[config.mk]
export PLATFORM = sky130hd
export DESIGN_NAME = bfc_fade_top
export DESIGN_NICKNAME = d
export VERILOG_FILES = /design/src/design/bfc_pkg.sv /design/src/design/bfc_tick_if.sv /design/src/design/bfc_step_timer.sv /design/src/design/bfc_fade_top.sv
export SDC_FILE = /design/constraint.sdc
export NUM_CORES = 1
export LEC_CHECK = 0
export BUFFER_PORTS_ARGS = -buffer_cell sky130_fd_sc_hd__buf_2
export CORE_UTILIZATION = 61
export DETAILED_ROUTE_END_ITERATION = 7
export PLACE_DENSITY = 0.82
export SLEW_MARGIN = 20
export SYNTH_ARGS = -nofsm -noshare
export SYNTH_HDL_FRONTEND = slang
export SYNTH_HIERARCHICAL = 1
export SYNTH_SLANG_ARGS = --single-unit
[constraint.sdc]
create_clock -name clk -period 10.26 [get_ports clk]
set_clock_uncertainty 0.05 [all_clocks]
set_input_delay 1.026 -clock clk [delete_from_list [all_inputs] [get_ports clk]]
set_output_delay 1.026 -clock clk [all_outputs]
set_load 0.02 [all_outputs]
[src/design/bfc_pkg.sv]
// Package: register map, field layout and fade timing constants for the backlight fade block
//
// Overview of operation
// Fade register upper nibble sets fade-out time
// Rate code zero still ramps within 100 ms
// Fade-out ramps down to dim or off
// Fade-out time is for full 30-0 mA
// Lower nibble sets fade-in time, same table
// Turn-on ramps current up to selected maximum
// Fade-in time is for full 0-30 mA
// Level 1 maximum is 7-bit, bit 7 reserved
// Linear law: 0.236 mA per code step
// Square law: 30 mA times (code/127) squared
// Cubic laws: square DAC, varied step time
// Level 1 dim code applied after dim timeout
// Level 2 maximum register at index 0x0B
// Dim-force flag also applies the dim code
// Two-bit level field selects currents; 11 off
// Two-bit law field selects transfer law
// Ramp moves one code per step interval
package bfc_pkg;

  // Register indices; byte address is four times the index
  localparam logic [5:0] IDX_CONFIG = 6'h04;
  localparam logic [5:0] IDX_FADE_RATES = 6'h08;
  localparam logic [5:0] IDX_L1_MAX = 6'h09;
  localparam logic [5:0] IDX_L1_DIM = 6'h0a;
  localparam logic [5:0] IDX_L2_MAX = 6'h0b;
  localparam logic [5:0] IDX_L2_DIM = 6'h0c;
  localparam logic [5:0] IDX_CONTROL = 6'h10;
  localparam logic [5:0] IDX_STATUS = 6'h11;

  // Reset values of the writable registers
  localparam logic [7:0] RST_CONFIG = 8'h00;
  localparam logic [7:0] RST_FADE_RATES = 8'h00;
  localparam logic [6:0] RST_CODE = 7'h00;
  localparam logic [1:0] RST_CONTROL = 2'h0;

  // Field positions
  localparam int FO_MSB = 7;
  localparam int FO_LSB = 4;
  localparam int FI_MSB = 3;
  localparam int FI_LSB = 0;
  localparam int CODE_MSB = 6;
  localparam int LVL_MSB = 4;
  localparam int LVL_LSB = 3;
  localparam int LAW_MSB = 2;
  localparam int LAW_LSB = 1;
  localparam int CTL_ON_BIT = 0;
  localparam int CTL_DIM_FORCE_BIT = 1;
  localparam int ST_FADING_BIT = 7;
  localparam int ST_DIM_BIT = 8;
  localparam int CUBIC_SEL_BIT = 6;

  // DAC code range
  localparam int DAC_W = 7;
  localparam logic [6:0] DAC_ZERO = 7'h00;
  localparam int DAC_STEPS = 127;

  // Brightness level and transfer law encodings
  typedef enum logic [1:0] {
    BFC_LVL_DAYLIGHT = 2'h0,
    BFC_LVL_OFFICE = 2'h1,
    BFC_LVL_DARK = 2'h2,
    BFC_LVL_OFF = 2'h3
  } bfc_level_t;

  typedef enum logic [1:0] {
    BFC_LAW_LINEAR = 2'h0,
    BFC_LAW_SQUARE = 2'h1,
    BFC_LAW_CUBIC10 = 2'h2,
    BFC_LAW_CUBIC11 = 2'h3
  } bfc_law_t;

  // Timing: full-scale fade durations are whole multiples of this unit
  localparam int CLK_MHZ = 100;
  localparam int FADE_UNIT_MS = 100;
  localparam int STEP_TICK_CYC = FADE_UNIT_MS * 1000 * CLK_MHZ / DAC_STEPS;

  // Full-scale duration in fade units per rate code; code 0 is the fast 100 ms ramp
  typedef logic [5:0] bfc_units_t;
  localparam bfc_units_t FADE_UNITS [16] = '{
    6'h01, 6'h03, 6'h06, 6'h09, 6'h0c, 6'h0f, 6'h12, 6'h15,
    6'h18, 6'h1b, 6'h1e, 6'h23, 6'h28, 6'h2d, 6'h32, 6'h37
  };

endpackage

[src/design/bfc_tick_if.sv]
// Interface: step period and tick between the fade engine and its step timer
`timescale 1ns/1ps
interface bfc_tick_if #(
  parameter int W = 32
);
  logic [W-1:0] period;
  logic run;
  logic tick;

  modport engine (output period, output run, input tick);
  modport timer (input period, input run, output tick);
endinterface

[src/design/bfc_step_timer.sv]
// Step timer: one-cycle tick every period cycles while running
`timescale 1ns/1ps
module bfc_step_timer #(
  parameter int W = 32
) (
  input wire logic clk,
  input wire logic nrst,
  input wire logic ce,
  bfc_tick_if.timer t
);

  logic [W-1:0] cnt_q;

  // Count restarts whenever the ramp stops, so each ramp begins with a full interval
  always_ff @(posedge clk or negedge nrst) begin
    if (!nrst) begin
      cnt_q <= '0;
      t.tick <= 1'b0;
    end else if (ce) begin
      t.tick <= 1'b0;
      if (!t.run) begin
        cnt_q <= '0;
      end else if (cnt_q + W'(1) >= t.period) begin
        cnt_q <= '0;
        t.tick <= 1'b1;
      end else begin
        cnt_q <= cnt_q + W'(1);
      end
    end
  end

endmodule

[src/design/bfc_fade_top.sv]
// Backlight fade engine with per-level current codes behind an APB slave
//
// Chosen here: register access over APB.
`timescale 1ns/1ps
module bfc_fade_top #(
  parameter int ADDR_W = 8,
  parameter int TICK_CYC = bfc_pkg::STEP_TICK_CYC
) (
  input wire logic clk,
  input wire logic nrst,
  input wire logic ce,
  input wire logic psel,
  input wire logic penable,
  input wire logic pwrite,
  input wire logic [ADDR_W-1:0] paddr,
  input wire logic [31:0] pwdata,
  input wire logic [3:0] pstrb,
  output logic [31:0] prdata,
  output logic pready,
  output logic pslverr,
  input wire logic dim_timeout_expired,
  output logic [6:0] dac_code,
  output logic square_law,
  output logic fading
);

  // Software-visible registers
  logic [7:0] config_q;
  logic [7:0] fade_rates_q;
  logic [6:0] level1_max_current_q;
  logic [6:0] level1_dim_current_q;
  logic [6:0] level2_max_current_q;
  logic [6:0] level2_dim_current_q;
  logic [1:0] control_q;

  // Engine state
  logic [6:0] dac_q;
  logic [6:0] target_d;
  logic [6:0] sel_max;
  logic [6:0] sel_dim;
  logic dim_active;
  logic bl_on;
  logic ramp_up;
  logic [3:0] rate_code;
  logic [31:0] period_d;
  bfc_pkg::bfc_level_t level;
  bfc_pkg::bfc_law_t law;

  // APB decode
  logic access;
  logic wr_en;
  logic [5:0] idx;
  logic aligned;
  logic mapped;
  logic [31:0] rd_d;

  bfc_tick_if #(.W(32)) tick_if ();

  bfc_step_timer #(.W(32)) u_timer (
    .clk(clk),
    .nrst(nrst),
    .ce(ce),
    .t(tick_if)
  );

  // Field views of the configuration and control registers
  assign level = bfc_pkg::bfc_level_t'(config_q[bfc_pkg::LVL_MSB:bfc_pkg::LVL_LSB]);
  assign law = bfc_pkg::bfc_law_t'(config_q[bfc_pkg::LAW_MSB:bfc_pkg::LAW_LSB]);
  assign bl_on = control_q[bfc_pkg::CTL_ON_BIT];
  assign dim_active = control_q[bfc_pkg::CTL_DIM_FORCE_BIT] | dim_timeout_expired;

  // Level selects the code pair; dark shares level 1 codes as no level 3 pair exists here
  always_comb begin
    case (level)
      bfc_pkg::BFC_LVL_OFFICE: begin
        sel_max = level2_max_current_q;
        sel_dim = level2_dim_current_q;
      end
      bfc_pkg::BFC_LVL_OFF: begin
        sel_max = bfc_pkg::DAC_ZERO;
        sel_dim = bfc_pkg::DAC_ZERO;
      end
      default: begin
        sel_max = level1_max_current_q;
        sel_dim = level1_dim_current_q;
      end
    endcase
  end

  // Target: off when switched off, dim code when dimmed, maximum otherwise
  always_comb begin
    if (!bl_on) begin
      target_d = bfc_pkg::DAC_ZERO;
    end else if (dim_active) begin
      target_d = sel_dim;
    end else begin
      target_d = sel_max;
    end
  end

  // Rising ramps use the fade-in code, falling ramps the fade-out code
  assign ramp_up = target_d > dac_q;
  assign rate_code = ramp_up ? fade_rates_q[bfc_pkg::FI_MSB:bfc_pkg::FI_LSB]
                             : fade_rates_q[bfc_pkg::FO_MSB:bfc_pkg::FO_LSB];

  // Per-code interval is full-scale time over 127 steps, so shorter ramps end sooner.
  // Cubic laws double the dwell on one half of the range and halve it on the other.
  always_comb begin
    logic [31:0] base;
    base = 32'(bfc_pkg::FADE_UNITS[rate_code]) * 32'(TICK_CYC);
    case (law)
      bfc_pkg::BFC_LAW_CUBIC10: begin
        period_d = dac_q[bfc_pkg::CUBIC_SEL_BIT] ? (base >> 1) : (base << 1);
      end
      bfc_pkg::BFC_LAW_CUBIC11: begin
        period_d = dac_q[bfc_pkg::CUBIC_SEL_BIT] ? (base << 1) : (base >> 1);
      end
      default: begin
        period_d = base;
      end
    endcase
    if (period_d == '0) begin
      period_d = 32'h0000_0001;
    end
  end

  assign tick_if.period = period_d;
  assign tick_if.run = target_d != dac_q;

  // One code per tick toward the target; a moving target just changes direction
  always_ff @(posedge clk or negedge nrst) begin
    if (!nrst) begin
      dac_q <= bfc_pkg::DAC_ZERO;
    end else if (ce && tick_if.tick) begin
      if (target_d > dac_q) begin
        dac_q <= dac_q + 7'h01;
      end else if (target_d < dac_q) begin
        dac_q <= dac_q - 7'h01;
      end
    end
  end

  // Registered outputs toward the current sinks
  always_ff @(posedge clk or negedge nrst) begin
    if (!nrst) begin
      dac_code <= bfc_pkg::DAC_ZERO;
      square_law <= 1'b0;
      fading <= 1'b0;
    end else if (ce) begin
      dac_code <= dac_q;
      square_law <= law != bfc_pkg::BFC_LAW_LINEAR;
      fading <= target_d != dac_q;
    end
  end

  // APB: access phase taken once, answered with one wait state
  assign access = psel && penable && !pready;
  assign wr_en = access && pwrite && pstrb[0] && mapped && ce;
  assign idx = paddr[7:2];
  assign aligned = (paddr[1:0] == 2'h0) && (paddr[ADDR_W-1:2] == (ADDR_W-2)'(idx));

  always_comb begin
    mapped = aligned;
    rd_d = 32'h0000_0000;
    case (idx)
      bfc_pkg::IDX_CONFIG: rd_d[7:0] = config_q;
      bfc_pkg::IDX_FADE_RATES: rd_d[7:0] = fade_rates_q;
      bfc_pkg::IDX_L1_MAX: rd_d[6:0] = level1_max_current_q;
      bfc_pkg::IDX_L1_DIM: rd_d[6:0] = level1_dim_current_q;
      bfc_pkg::IDX_L2_MAX: rd_d[6:0] = level2_max_current_q;
      bfc_pkg::IDX_L2_DIM: rd_d[6:0] = level2_dim_current_q;
      bfc_pkg::IDX_CONTROL: rd_d[1:0] = control_q;
      bfc_pkg::IDX_STATUS: begin
        rd_d[6:0] = dac_q;
        rd_d[bfc_pkg::ST_FADING_BIT] = target_d != dac_q;
        rd_d[bfc_pkg::ST_DIM_BIT] = dim_active;
      end
      default: mapped = 1'b0;
    endcase
    if (!aligned) begin
      rd_d = 32'h0000_0000;
    end
  end

  // Answer phase; status is read-only so writes to it are quietly dropped
  always_ff @(posedge clk or negedge nrst) begin
    if (!nrst) begin
      pready <= 1'b0;
      pslverr <= 1'b0;
      prdata <= 32'h0000_0000;
    end else if (ce) begin
      pready <= access;
      pslverr <= access && !mapped;
      if (access && !pwrite) begin
        prdata <= rd_d;
      end
    end
  end

  // Configuration, fade rate and control registers
  always_ff @(posedge clk or negedge nrst) begin
    if (!nrst) begin
      config_q <= bfc_pkg::RST_CONFIG;
      fade_rates_q <= bfc_pkg::RST_FADE_RATES;
      control_q <= bfc_pkg::RST_CONTROL;
    end else if (wr_en) begin
      case (idx)
        bfc_pkg::IDX_CONFIG: config_q <= {3'h0, pwdata[4:1], 1'b0};
        bfc_pkg::IDX_FADE_RATES: fade_rates_q <= pwdata[7:0];
        bfc_pkg::IDX_CONTROL: control_q <= pwdata[1:0];
        default: ;
      endcase
    end
  end

  // Current codes; bit 7 is reserved and reads zero
  always_ff @(posedge clk or negedge nrst) begin
    if (!nrst) begin
      level1_max_current_q <= bfc_pkg::RST_CODE;
      level1_dim_current_q <= bfc_pkg::RST_CODE;
      level2_max_current_q <= bfc_pkg::RST_CODE;
      level2_dim_current_q <= bfc_pkg::RST_CODE;
    end else if (wr_en) begin
      case (idx)
        bfc_pkg::IDX_L1_MAX: level1_max_current_q <= pwdata[bfc_pkg::CODE_MSB:0];
        bfc_pkg::IDX_L1_DIM: level1_dim_current_q <= pwdata[bfc_pkg::CODE_MSB:0];
        bfc_pkg::IDX_L2_MAX: level2_max_current_q <= pwdata[bfc_pkg::CODE_MSB:0];
        bfc_pkg::IDX_L2_DIM: level2_dim_current_q <= pwdata[bfc_pkg::CODE_MSB:0];
        default: ;
      endcase
    end
  end

endmodule

* Word-level counts from Yosys, hierarchy flattened
Memories as Yosys holds them, arrays and structs flattened.
Index checks and enable logic that the tools add are counted.
W data, S select, Z words.
** Storage, ports and cells
- Bits of input ports :: 51
- Bits in read-only memories :: 96
- Output and inout bits :: 43
- Memories kept :: 1
- Logic and storage cells :: 89
- Flip-flop bits (word level) :: 125
** Operators by class
- $lt $le $gt $ge :: 4
- Equality and inequality tests :: 13
- Reduce and logical (&&, ||, !) cells :: 26
- $mul :: 1
- Multiplexer cells :: 23
- Bitwise logic cells :: 2
- Add/subtract/negate cells :: 3
** Memories
- (no name shown) :: words 16, width 6, read ports 1, clocked after Yosys merged registers in 0, wr ports 0, RTL line bfc_fade_top.sv:110 : base = 32'(bfc_pkg::FADE_UNITS[rate_code]) * 32'(TICK_CYC);
** Operators with widths (number)
- $mux W32 :: 3
- $mux W24 :: 2
- $pmux W24 S2 :: 1
- $pmux W5 S7 :: 1
- $add A32 B1 Y32 const B :: 1
- $ge A32 B32 Y1 :: 1
- $logic_not A32 Y1 :: 1
- $eq A6 B4 Y1 const B :: 5
- $mux W7 :: 4
- $pmux W7 S2 :: 2
- $mul A6 B15 Y21 const B :: 1
- $reduce_and A2 Y1 :: 9
- $pmux W2 S8 :: 1
- $eq A6 B5 Y1 const B :: 2
- $mux W6 :: 2
- $logic_and A1 B1 Y1 :: 9
- $mux W9 :: 1
- $reduce_or A8 Y1 :: 1
- $add A7 B1 Y7 const B :: 1
- $gt A7 B7 Y1 :: 1
- $lt A7 B7 Y1 :: 1
- $ne A7 B7 Y1 :: 1
- $sub A7 B1 Y7 const B :: 1
- $eq A2 B2 Y1 const B :: 3
- other kinds (11) :: 17

* Depth between registers and ports, before layout
Gate-level depths: netlist (run 1).
- Depth in word-level cells :: 18
- Gate-level depth with buffers :: 41
- Mapped depth without buffers :: 37

* Modules after synthesis
Netlist (run 1), hierarchy kept.
** By module, submodules not included
- bfc_fade_top :: cells an instance 670, area an instance 6454.9 µm², instances 1, seq. area each 1726.7 µm²
- bfc_step_timer :: cells an instance 321, area an instance 2875.3 µm², instances 1, seq. area each 825.8 µm²

* Worst setup path before layout (run 1)
No wires, ideal clock.
- Path kind :: input -> register
- From :: input dim_timeout_expired
- To :: register u_timer.cnt_q[24]
- Setup time :: 75 ps
- Required time :: 10135 ps
- Setup slack :: 241 ps
- Buffers on the path :: 4
- Arrival time :: 9895 ps
- Cell stages on the path :: 38
- Path through :: or2_2 -> clkbuf_1 -> mux4_2 -> and2_1 -> ha_1 -> and4_1 -> a21bo_4 -> a21oi_4 -> buf_6 -> mux2_2 -> ha_1 -> o31ai_1 -> inv_1 -> ha_1 -> inv_1 -> ha_1 -> nor2_1 -> fa_1 -> (+2 left out) -> ha_1 -> a2111oi_0 -> a211o_1 -> and3_1 -> xor2_1 -> nor2_1 -> a2bb2oi_1 -> a31o_1 -> and4bb_1 -> ha_1 -> nand2b_4 -> a2111o_1 -> a221o_1 -> a41oi_2 -> o211ai_4 -> buf_6 -> buf_12 -> o2bb2ai_2
** Between the ends
- Longest elaborated chain between the ends :: 17
- Elaborated cells between the ends (all ways) :: 19
- Those cells by class :: mul: 1; order compare: 2; eq/ne: 1; mux: 11; bitwise: 2; reduce/logical: 1; memory: 1
** Ends and longest elaborated chain
- from (decl) :: RTL line bfc_fade_top.sv:21 : input wire logic dim_timeout_expired,
- $or A1 B1 Y1 * :: RTL line bfc_fade_top.sv:70 : assign dim_active = control_q[bfc_pkg::CTL_DIM_FORCE_BIT] | dim_timeout_expired;
- $mux W7 * :: RTL line bfc_fade_top.sv:94 : end else if (dim_active) begin
- $mux W7 * :: RTL line bfc_fade_top.sv:92 : if (!bl_on) begin
- $gt A7 B7 Y1 * :: RTL line bfc_fade_top.sv:102 : assign ramp_up = target_d > dac_q;
- $mux W4 * :: RTL line bfc_fade_top.sv:103 : assign rate_code = ramp_up ? fade_rates_q[bfc_pkg::FI_MSB:bfc_pkg::FI_LSB]
- $not A4 Y5 (not written as such) * :: RTL line bfc_fade_top.sv:110
- $mem_v2 Z16 W6 *
- $mux W6 (not written as such) * (2 in a row) :: RTL line bfc_fade_top.sv:110
- $mul A6 B15 Y21 * :: RTL line bfc_fade_top.sv:110
- $mux W24 (on tied branches) :: RTL line bfc_fade_top.sv:116, bfc_fade_top.sv:113
- $pmux W24 S2 * :: RTL line bfc_fade_top.sv:111 : case (law)
- $logic_not A32 Y1 :: RTL line bfc_fade_top.sv:122 : if (period_d == '0) begin
- $mux W32 * :: RTL line bfc_fade_top.sv:122
- net period_d[17] :: RTL line bfc_fade_top.sv:45 : logic [31:0] period_d;
- $ge A32 B32 Y1 * :: RTL line bfc_step_timer.sv:23 : end else if (cnt_q + W'(1) >= t.period) begin
- $mux W32 * :: RTL line bfc_step_timer.sv:23
- $mux W32 * :: RTL line bfc_step_timer.sv:21 : if (!t.run) begin
- to (signal assigned) :: RTL line bfc_step_timer.sv:27 : cnt_q <= cnt_q + W'(1);
- to (decl) :: RTL line bfc_step_timer.sv:12 : logic [W-1:0] cnt_q;
Mark *: on every way through the listed nets, which the timed path passes. The rest lies on a longest branch. The select of a mux whose other input is x is not followed.
A chain may end at the register's enable or synchronous reset.

* Worst setup path after layout (run 1)
- From :: input dim_timeout_expired
- To :: register u_timer.cnt_q[26]
The elaborated chain is that of the path after synthesis.

==> flow_summary.json, run 1 <==
{
  "fill_cells": 1145,
  "synth_edf_count": 0,
  "grt_usage_pct": 29.6,
  "post-dp-hpwl_um": 16300,
  "viasPerCell": 6.16,
  "status": "finished clean",
  "cap_violations": 0,
  "synth_top_cell_area_share_pct": 27.4,
  "die_y_um": 126,
  "crit_required_ns": 10.52,
  "critPathKind": "input port to flop",
  "power_mw": 0.880,
  "worstMarginPinSlew_ns": 1.09,
  "drt_wl_total_um": 22100,
  "drc": 0,
  "register_area_mm2": 0.00255,
  "antenna_found_initial": 0,
  "num_antenna_cells": 0,
  "grt-ovfl-total": 0,
  "worstHoldPathType": "flop to flop",
  "cts_tree": "done",
  "synth_most_common_cell": "dfrtp_1",
  "num_io_pins": 94,
  "grt_pass1_wl_um": 37300,
  "crit_family": "compound AO/OA/AOI/OAI gates",
  "setup_violations": 0,
  "firstDrtPassIters": 5,
  "synth_mux_area_share_pct": 11.6,
  "ys_ff_latch": 102,
  "syn_area_per_cell_um2": 9.41,
  "ant_nets": 0,
  "dieArea_mm2": 0.0158,
  "powerDensity_mw_per_mm2": 86.1,
  "vias": 7650,
  "synth_area_leaders": "dfrtp_1 (27%), ha_1 (12%), mux2_2 (6.0%)",
  "netlist_area_mm2": 0.00933,
  "grt_start_max_net_pins": 81,
  "finalNetCount": 1204,
  "path_max_fanout": 8,
  "synth_top_family_by_area": "compound AO/OA/AOI/OAI gates",
  "clockBufferDepth": 2,
  "synthArstFlopShare_pct": 100,
  "slew_headroom_pct": 27.2,
  "p_leak_nw": 5.00,
  "crit_path_end_kind": "flop",
  "cpMostUsedCell": "ha_1",
  "root_buffer": "clkbuf_16",
  "synthDistinctLibCells": 96,
  "clk_latency_ns": 0.37,
  "peakVddDrop_v": 0.000102,
  "synth_top_cell_by_area": "dfrtp_1",
  "initial_core_util_pct": 63.2,
  "arrival_ns": 10.07,
  "synth_fa_ha_area_share_pct": 14.5,
  "cts-buffers-inserted": 9,
  "ys_seq_area_share_pct": 27.4,
  "netlist_instances": 991,
  "synth_common_cells": "dfrtp_1 (102), ha_1 (89), nand2_1 (85)",
  "path_buf_inv": 6,
  "cts_sinks": 102,
  "hold_viol": 0,
  "yosys.area_share.simple_pct": 16.2,
  "synth-compound-area-share_pct": 18.2,
  "yosysWarningCount": 6,
  "synthFlopType": "dfrtp_1",
  "crit_path_top_delay_cell": "fa_1",
  "dieWidth_um": 126,
  "fmax_mhz": 102,
  "coreArea_mm2": 0.0148,
  "h-tree-depth": 3,
  "start_kind": "input port",
  "timing.final.crit_share_pct": 95.7,
  "drtIter0Drc": 453,
  "slowest_delay_ns": 0.47,
  "final_max_slew_viol_count": 0,
  "hold_slack_ns": 0.438,
  "syn2layout_area_growth_pct": 9.62,
  "wl_per_cell_um": 17.8,
  "synthXorXnorAreaFrac_pct": 5.26,
  "grt_pass1_vias": 7772,
  "gp_congestion": 0.887,
  "rsz0062_at_grt": "false",
  "port_buffers": 43,
  "clk_pin_slew_ns": 0.08,
  "rrSetupSlack_ns": 0.66,
  "num_rows": 44,
  "multi_input_area_mm2": 0.00633,
  "drive_gt1_share_pct": 21.3,
  "period_needed_ns": 9.81
}
==> through the flow <==
stage	instance area, um^2	cells	utilization, %	setup WS, ns	setup TNS (ns)
2_1_floorplan	9440	1021	-	0.241	0
3_3_place_gp	9800	1220	66.4	0.00435	0
3_5_place_dp	9800	1220	66.4	-0.154	-1.68
4_1_cts	10100	1236	68.5	0.178	0
5_1_grt	10200	1241	69.3	0.0244	0
6_report	10200	1241	69.3	0.446	0
==> worst min-delay path, delay by kind of cell, from the launching register on <==
kind	cells	cell delay, ns
flops	1	0.35
compound gates	1	0.06
simple gates	1	0.05
==> area by class of cell <==
cell class	count	area share, %
well taps	184	2.25
repair buffers	82	5.15
clock inverters	7	0.820
multi-input cells	784	61.9
inverters	73	2.73
flip-flops and latches	102	25.0
clock buffers	9	2.20
==> cells in the final DEF (no fill, tap or decap), drive strengths merged, types with 10 or more instances in the layout <==
| master | instances |
|---|---|
| fa | 12 |
| inv | 77 |
| xor2 | 23 |
| mux2 | 60 |
| and2 | 15 |
| nand4 | 12 |
| o2bb2ai | 17 |
| buf | 82 |
| xnor2 | 33 |
| nand2 | 86 |
| nor3 | 20 |
| mux4 | 13 |
| a21oi | 44 |
| a21o | 18 |
| nand3 | 27 |
| ha | 89 |
| nor2 | 63 |
| a22o | 17 |
| o21ai | 43 |
| dfrtp | 102 |
| conb | 31 |
| mux2i | 10 |
| nor2b | 26 |
==> where the power goes <==
part / total, mW / switching [mW] / leakage, nW / internal (mW)
Combinational: 0.0955 / 0.0590 / 3.46 / 0.0365
Sequential: 0.427 / 0.0152 / 1.39 / 0.411
Clock: 0.358 / 0.183 / 0.150 / 0.175
==> metal layers <==
layer  routed length (um)  global-route usage, %  part of all wire, %
met4                  647                   12.4                  2.9
met2                11000                   51.4                   50
met5                    0                      0                    0
met3                 1020                   4.33                  4.6
met1                 9430                   36.8                   43
==> flip-flops by register name, indices dropped and copies added, names as in the netlist, 2 cells and up <==
name,count
dac_q,7
level1_dim_current_q,7
prdata,9
level2_max_current_q,7
dac_code,7
fade_rates_q,8
level1_max_current_q,7
config_q,4
u_timer/cnt_q,32
level2_dim_current_q,7
control_q,2
==> repair_timing <==
action,4_1_cts,5_1_grt
setup endpoints to repair,0,33
hold buffers,0,0
buffers inserted,0,5
gates resized for setup,0,14
==> path summary, 6_finish.rpt <==
| kind | start | to | cells after the start |
|---|---|---|---|
| min in group asynchronous | nrst | u_timer/cnt_q[12] | 1 |
| max reg2reg | config_q[4] | u_timer/cnt_q[26] | 37 |
| min reg2reg | prdata[8] | prdata[8] | 2 |
| max | dim_timeout_expired | u_timer/cnt_q[26] | 38 |
| min | prdata[8] | prdata[8] | 2 |
| max in group asynchronous | nrst | fade_rates_q[7] | 2 |
==> cell families (layout without fill, tap and decap cells) <==
family | count (synthesis) | in the layout
xor+xnor | 56 | 56
compound gates | 220 | 220
flops | 102 | 102
fa+ha+maj | 101 | 101
mux | 83 | 83
buf+inv | 135 | 171
other cells | 1 | 31
simple gates | 293 | 293
(Power assumes the default switching activity.)
==> run 2: changes to the inputs <==
--- a/config.mk
+++ b/config.mk
@@ -5,10 +5,11 @@
 export SDC_FILE = /design/constraint.sdc
 export NUM_CORES = 1
 export LEC_CHECK = 0
-export BUFFER_PORTS_ARGS = -buffer_cell sky130_fd_sc_hd__buf_2
-export CORE_UTILIZATION = 61
+export CORE_MARGIN = 2
+export CORE_UTILIZATION = 62
 export DETAILED_ROUTE_END_ITERATION = 7
-export PLACE_DENSITY = 0.82
+export DONT_BUFFER_PORTS = 1
+export PLACE_DENSITY = 0.78
 export SLEW_MARGIN = 20
 export SYNTH_ARGS = -nofsm -noshare
 export SYNTH_HDL_FRONTEND = slang
==> flow_summary.json, run 2 (same netlist as run 1, synthesis figures left out) <==
{
  "status": "finished clean",
  "start_kind": "input port",
  "worstHoldPathType": "input port to asynchronous set/reset pin",
  "drive_gt1_share_pct": 17.1,
  "crit_path_top_delay_cell": "mux4_2",
  "gp_congestion": 0.894,
  "drt_wl_total_um": 21600,
  "most-common-layout-cells": "dfrtp_1 (102), ha_1 (89), nand2_1 (85)",
  "cts_sinks": 102,
  "fill_cells": 1139,
  "p_switching_mw": 0.236,
  "vias": 7426,
  "post-dp-hpwl_um": 15900,
  "top_register": "u_timer/cnt_q",
  "hold_viol": 0,
  "root_buffer": "clkbuf_16",
  "worstMarginPinSlew_ns": 1.02,
  "initial_core_util_pct": 63.7,
  "holdBufCountCts": 0,
  "cpMostUsedCell": "ha_1",
  "dieWidth_um": 127,
  "grt_pass1_vias": 7255,
  "h-tree-depth": 3,
  "slew_headroom_pct": 31.9,
  "stdcell_area_mm2": 0.00995,
  "antenna_found_initial": 0,
  "placedInstanceArea_mm2": 0.00954,
  "pwr-share-comb_pct": 8.5,
  "p_leak_nw": 4.78,
  "num_rows": 44,
  "grt_usage_pct": 27.8,
  "fin_util_pct": 67.9,
  "ant_nets": 0,
  "num_io_pins": 94,
  "seq_power_share_pct": 49.9,
  "cts-buffers-inserted": 9,
  "final_max_slew_viol_count": 0,
  "port_buffers": 0,
  "setup_violations": 0,
  "powerDensity_mw_per_mm2": 86.0,
  "timing.final.crit_share_pct": 96.0,
  "p_int_mw": 0.619,
  "critPathKind": "input port to flop",
  "clk_pin_slew_ns": 0.08,
  "period_needed_ns": 9.85,
  "die_y_um": 127,
  "slowest_delay_ns": 0.52,
  "clk_latency_ns": 0.37,
  "r2r_cells": 35,
  "path_max_fanout": 19,
  "cts_tree": "done",
  "clockBufferDepth": 2,
  "syn2layout_area_growth_pct": 6.64,
  "grt_start_max_net_pins": 103,
  "sw_frac_of_total_pct": 27.6,
  "grt-ovfl-total": 0,
  "peakVddDrop_v": 0.000117,
  "arrival_ns": 10.11,
  "drtIter0Drc": 545,
  "fmax_mhz": 101,
  "pwr-share-clk_pct": 41.6,
  "finalNetCount": 1155,
  "dieArea_mm2": 0.0160,
  "num_antenna_cells": 0,
  "crit_required_ns": 10.52,
  "final_common_cell": "dfrtp_1",
  "wl_per_cell_um": 18.1,
  "viasPerCell": 6.23,
  "reg.largest.list": "u_timer/cnt_q (32), prdata (9), fade_rates_q (8)",
  "largest_register_ffs": 32,
  "drc": 0,
  "power_mw": 0.855,
  "grt_pass1_wl_um": 35900,
  "firstDrtPassIters": 5,
  "cap_violations": 0,
  "crit_path_end_kind": "flop",
  "coreArea_mm2": 0.0146
}
## run 2: routing by layer
| metal | track usage [%] | wire (um) | vias up |
|---|---|---|---|
| met3 | 4.39 | 1200 | 38 |
| met4 | 11.4 | 730 | 0 |
| met1 | 36.2 | 9190 | 3583 |
| met5 | 0 | 0 | - |
| li1 | - | - | 3553 |
| met2 | 46.6 | 10500 | 252 |
## run 2: power by group through the flow
stage | sequential [mW] | combinational (mW) | clock (mW)
3_3_place_gp | 0.434 | 0.0671 | 0
4_1_cts | 0.426 | 0.0718 | 0.360
6_report | 0.427 | 0.0728 | 0.356
2_1_floorplan | 0.432 | 0.0707 | 0
5_1_grt | 0.429 | 0.0811 | 0.374
3_5_place_dp | 0.434 | 0.0710 | 0
## run 2: critical path, delay by kind of cell
family / cells / cell delay (ns)
mux: 2 / 0.94
compound gates: 16 / 3.68
buf+inv: 3 / 0.50
simple gates: 7 / 1.60
fa+ha+maj: 7 / 2.34
## run 2: final timing paths
path / to / slack (ns) / from
setup reg to reg: u_timer/cnt_q[10] / 0.64 / control_q[1]
hold / removal: u_timer/cnt_q[12] / 0.31 / nrst
min in group clk: u_timer/t.tick / 0.48 / u_timer/t.tick
hold reg to reg: u_timer/t.tick / 0.48 / u_timer/t.tick
max in group asynchronous: level1_dim_current_q[0] / 9.60 / nrst
setup / recovery: u_timer/cnt_q[10] / 0.41 / dim_timeout_expired
## run 2: final cells by class
cell class	count	area (um^2)	area share [%]
clock buffers	9	225	2.26
inverters	73	279	2.80
well taps	184	230	2.31
multi-input cells	784	6320	63.5
flip-flops and latches	102	2550	25.7
clock inverters	7	83.8	0.843
repair buffers	33	260	2.62
## run 2: repair_timing
action,in CTS,in global routing
setup buffers,0,5
setup endpoints to repair,0,33
gates resized for setup,0,10
## run 2: through the flow
stage          std cells  setup TNS (ns)  hold WS (ns)  setup slack [ns]
2_1_floorplan       1021               0         0.403             0.241
3_3_place_gp        1171          -0.897         0.439           -0.0981
3_5_place_dp        1171           -5.19         0.448            -0.318
4_1_cts             1187               0         0.298            0.0270
5_1_grt             1192         -0.0679         0.301           -0.0468
6_report            1192               0         0.310             0.406
==> run 3: changes to the inputs <==
--- a/config.mk
+++ b/config.mk
@@ -5,6 +5,7 @@
 export SDC_FILE = /design/constraint.sdc
 export NUM_CORES = 1
 export LEC_CHECK = 0
+export CORE_ASPECT_RATIO = 1.25
 export CORE_MARGIN = 2
 export CORE_UTILIZATION = 62
 export DETAILED_ROUTE_END_ITERATION = 7
==> flow_summary.json, run 3 (same netlist as run 1, synthesis figures left out) <==
{
  "worstHoldPathType": "input port to asynchronous set/reset pin",
  "clk_latency_ns": 0.36,
  "holdBufCountCts": 0,
  "cts_sinks": 102,
  "crit_path_end_kind": "flop",
  "setup_violations": 0,
  "drc": 0,
  "vias": 7358,
  "slew_headroom_pct": 28.3,
  "clockBufferDepth": 2,
  "grt_pass1_vias": 7541,
  "final_max_slew_viol_count": 0,
  "critPathKind": "input port to flop",
  "r2r-start": "control_q[1]",
  "drtIter0Drc": 327,
  "post-dp-hpwl_um": 16400,
  "coreArea_mm2": 0.0148,
  "firstDrtPassIters": 5,
  "period_needed_ns": 9.88,
  "root_buffer": "clkbuf_16",
  "finalNetCount": 1150,
  "ant_nets": 0,
  "worstMarginPinSlew_ns": 1.07,
  "most-common-layout-cells": "dfrtp_1 (102), ha_1 (89), nand2_1 (85)",
  "timing.final.crit_share_pct": 96.3,
  "grt-ovfl-total": 0,
  "peakVddDrop_v": 0.000142,
  "arrival_ns": 10.13,
  "dieArea_mm2": 0.0161,
  "largest_register_ffs": 32,
  "final_common_cell": "dfrtp_1",
  "crit_required_ns": 10.51,
  "drive_gt1_share_pct": 16.9,
  "hold_viol": 0,
  "grt_pass1_wl_um": 36900,
  "cts-buffers-inserted": 9,
  "fill_cells": 1178,
  "powerDensity_mw_per_mm2": 85.7,
  "syn2layout_area_growth_pct": 6.21,
  "path_max_fanout": 8,
  "rr_endpoint": "u_timer/cnt_q[14]",
  "num_io_pins": 94,
  "p_leak_nw": 4.76,
  "grt_usage_pct": 28.9,
  "cap_violations": 0,
  "clk_pin_slew_ns": 0.09,
  "r2r_cells": 37,
  "viasPerCell": 6.21,
  "slowest_delay_ns": 0.53,
  "fin_tns_setup_ns": 0,
  "start_kind": "input port",
  "fin_util_pct": 66.8,
  "die_y_um": 141,
  "instances_no_fill": 1185,
  "fmax_mhz": 101,
  "cts_tree": "done",
  "port_buffers": 0,
  "reg.largest.list": "u_timer/cnt_q (32), prdata (9), fade_rates_q (8)",
  "num_antenna_cells": 0,
  "status": "finished clean",
  "initial_core_util_pct": 62.9,
  "rrSetupSlack_ns": 0.57,
  "grt_start_max_net_pins": 103,
  "num_rows": 50,
  "drt_wl_total_um": 22200,
  "cpMostUsedCell": "ha_1",
  "wl_per_cell_um": 18.7,
  "gp_congestion": 0.940,
  "dieWidth_um": 114,
  "dp_cells": 1167,
  "h-tree-depth": 3,
  "crit_path_top_delay_cell": "mux4_2",
  "antenna_found_initial": 0,
  "top_register": "u_timer/cnt_q"
}
run 3: stage by stage:
stage | cell area, um^2 | power, mW | hold slack, ns | setup WS [ns]
3_3_place_gp | 9520 | 0.501 | 0.428 | 0.0376
3_5_place_dp | 9530 | 0.505 | 0.434 | -0.117
2_1_floorplan | 9440 | 0.503 | 0.403 | 0.241
6_report | 9910 | 0.849 | 0.303 | 0.375
4_1_cts | 9830 | 0.854 | 0.292 | 0.219
5_1_grt | 9910 | 0.880 | 0.285 | -0.0163
run 3: layer usage:
| metal | track usage (%) | vias up | wire, um |
|---|---|---|---|
| met2 | 51.5 | 215 | 11500 |
| met5 | 0 | - | 0 |
| met1 | 33.9 | 3567 | 8860 |
| li1 | - | 3529 | - |
| met4 | 14.0 | 0 | 932 |
| met3 | 4.17 | 47 | 933 |
run 3: cell type report:
type                       count  area (um^2)  share of cell area, %
multi-input combinational    784         6310                   63.7
sequential                   102         2550                   25.8
inverter                      73          279                   2.82
timing repair buffer          28          235                   2.37
tap                          182          228                   2.30
clock buffer                   9          225                   2.27
clock inverter                 7         75.1                  0.758
run 3: worst max-delay path, delay by kind of cell:
kind | cells | cell delay (ns)
fa+ha+maj | 8 | 2.52
buf+inv | 5 | 0.47
compound gates | 13 | 3.03
xor+xnor | 1 | 0.27
mux | 2 | 0.94
simple gates | 8 | 1.84
run 3: what timing repair did:
action                                  in CTS  in global routing
endpoints found under the setup margin       0                 33
resized for setup                            0                 10
hold endpoints to repair                     0                  0
setup buffers                                0                  2
run 3: worst max path at each step:
stage,start,cells past startpoint,slack (ns),endpoint
after floorplan,dim_timeout_expired,38,0.24,u_timer/cnt_q[24]
after global placement,dim_timeout_expired,35,0.04,u_timer/cnt_q[0]
after global routing,dim_timeout_expired,36,-0.02,u_timer/cnt_q[16]
after detailed placement,dim_timeout_expired,36,-0.12,u_timer/cnt_q[0]
final,dim_timeout_expired,37,0.38,u_timer/cnt_q[14]
after CTS,dim_timeout_expired,36,0.22,u_timer/cnt_q[0]
run 3: power breakdown:
| part | total [mW] | internal, mW | switching (mW) |
|---|---|---|---|
| Sequential | 0.428 | 0.411 | 0.0164 |
| Clock | 0.351 | 0.173 | 0.178 |
| Combinational | 0.0706 | 0.0323 | 0.0383 |
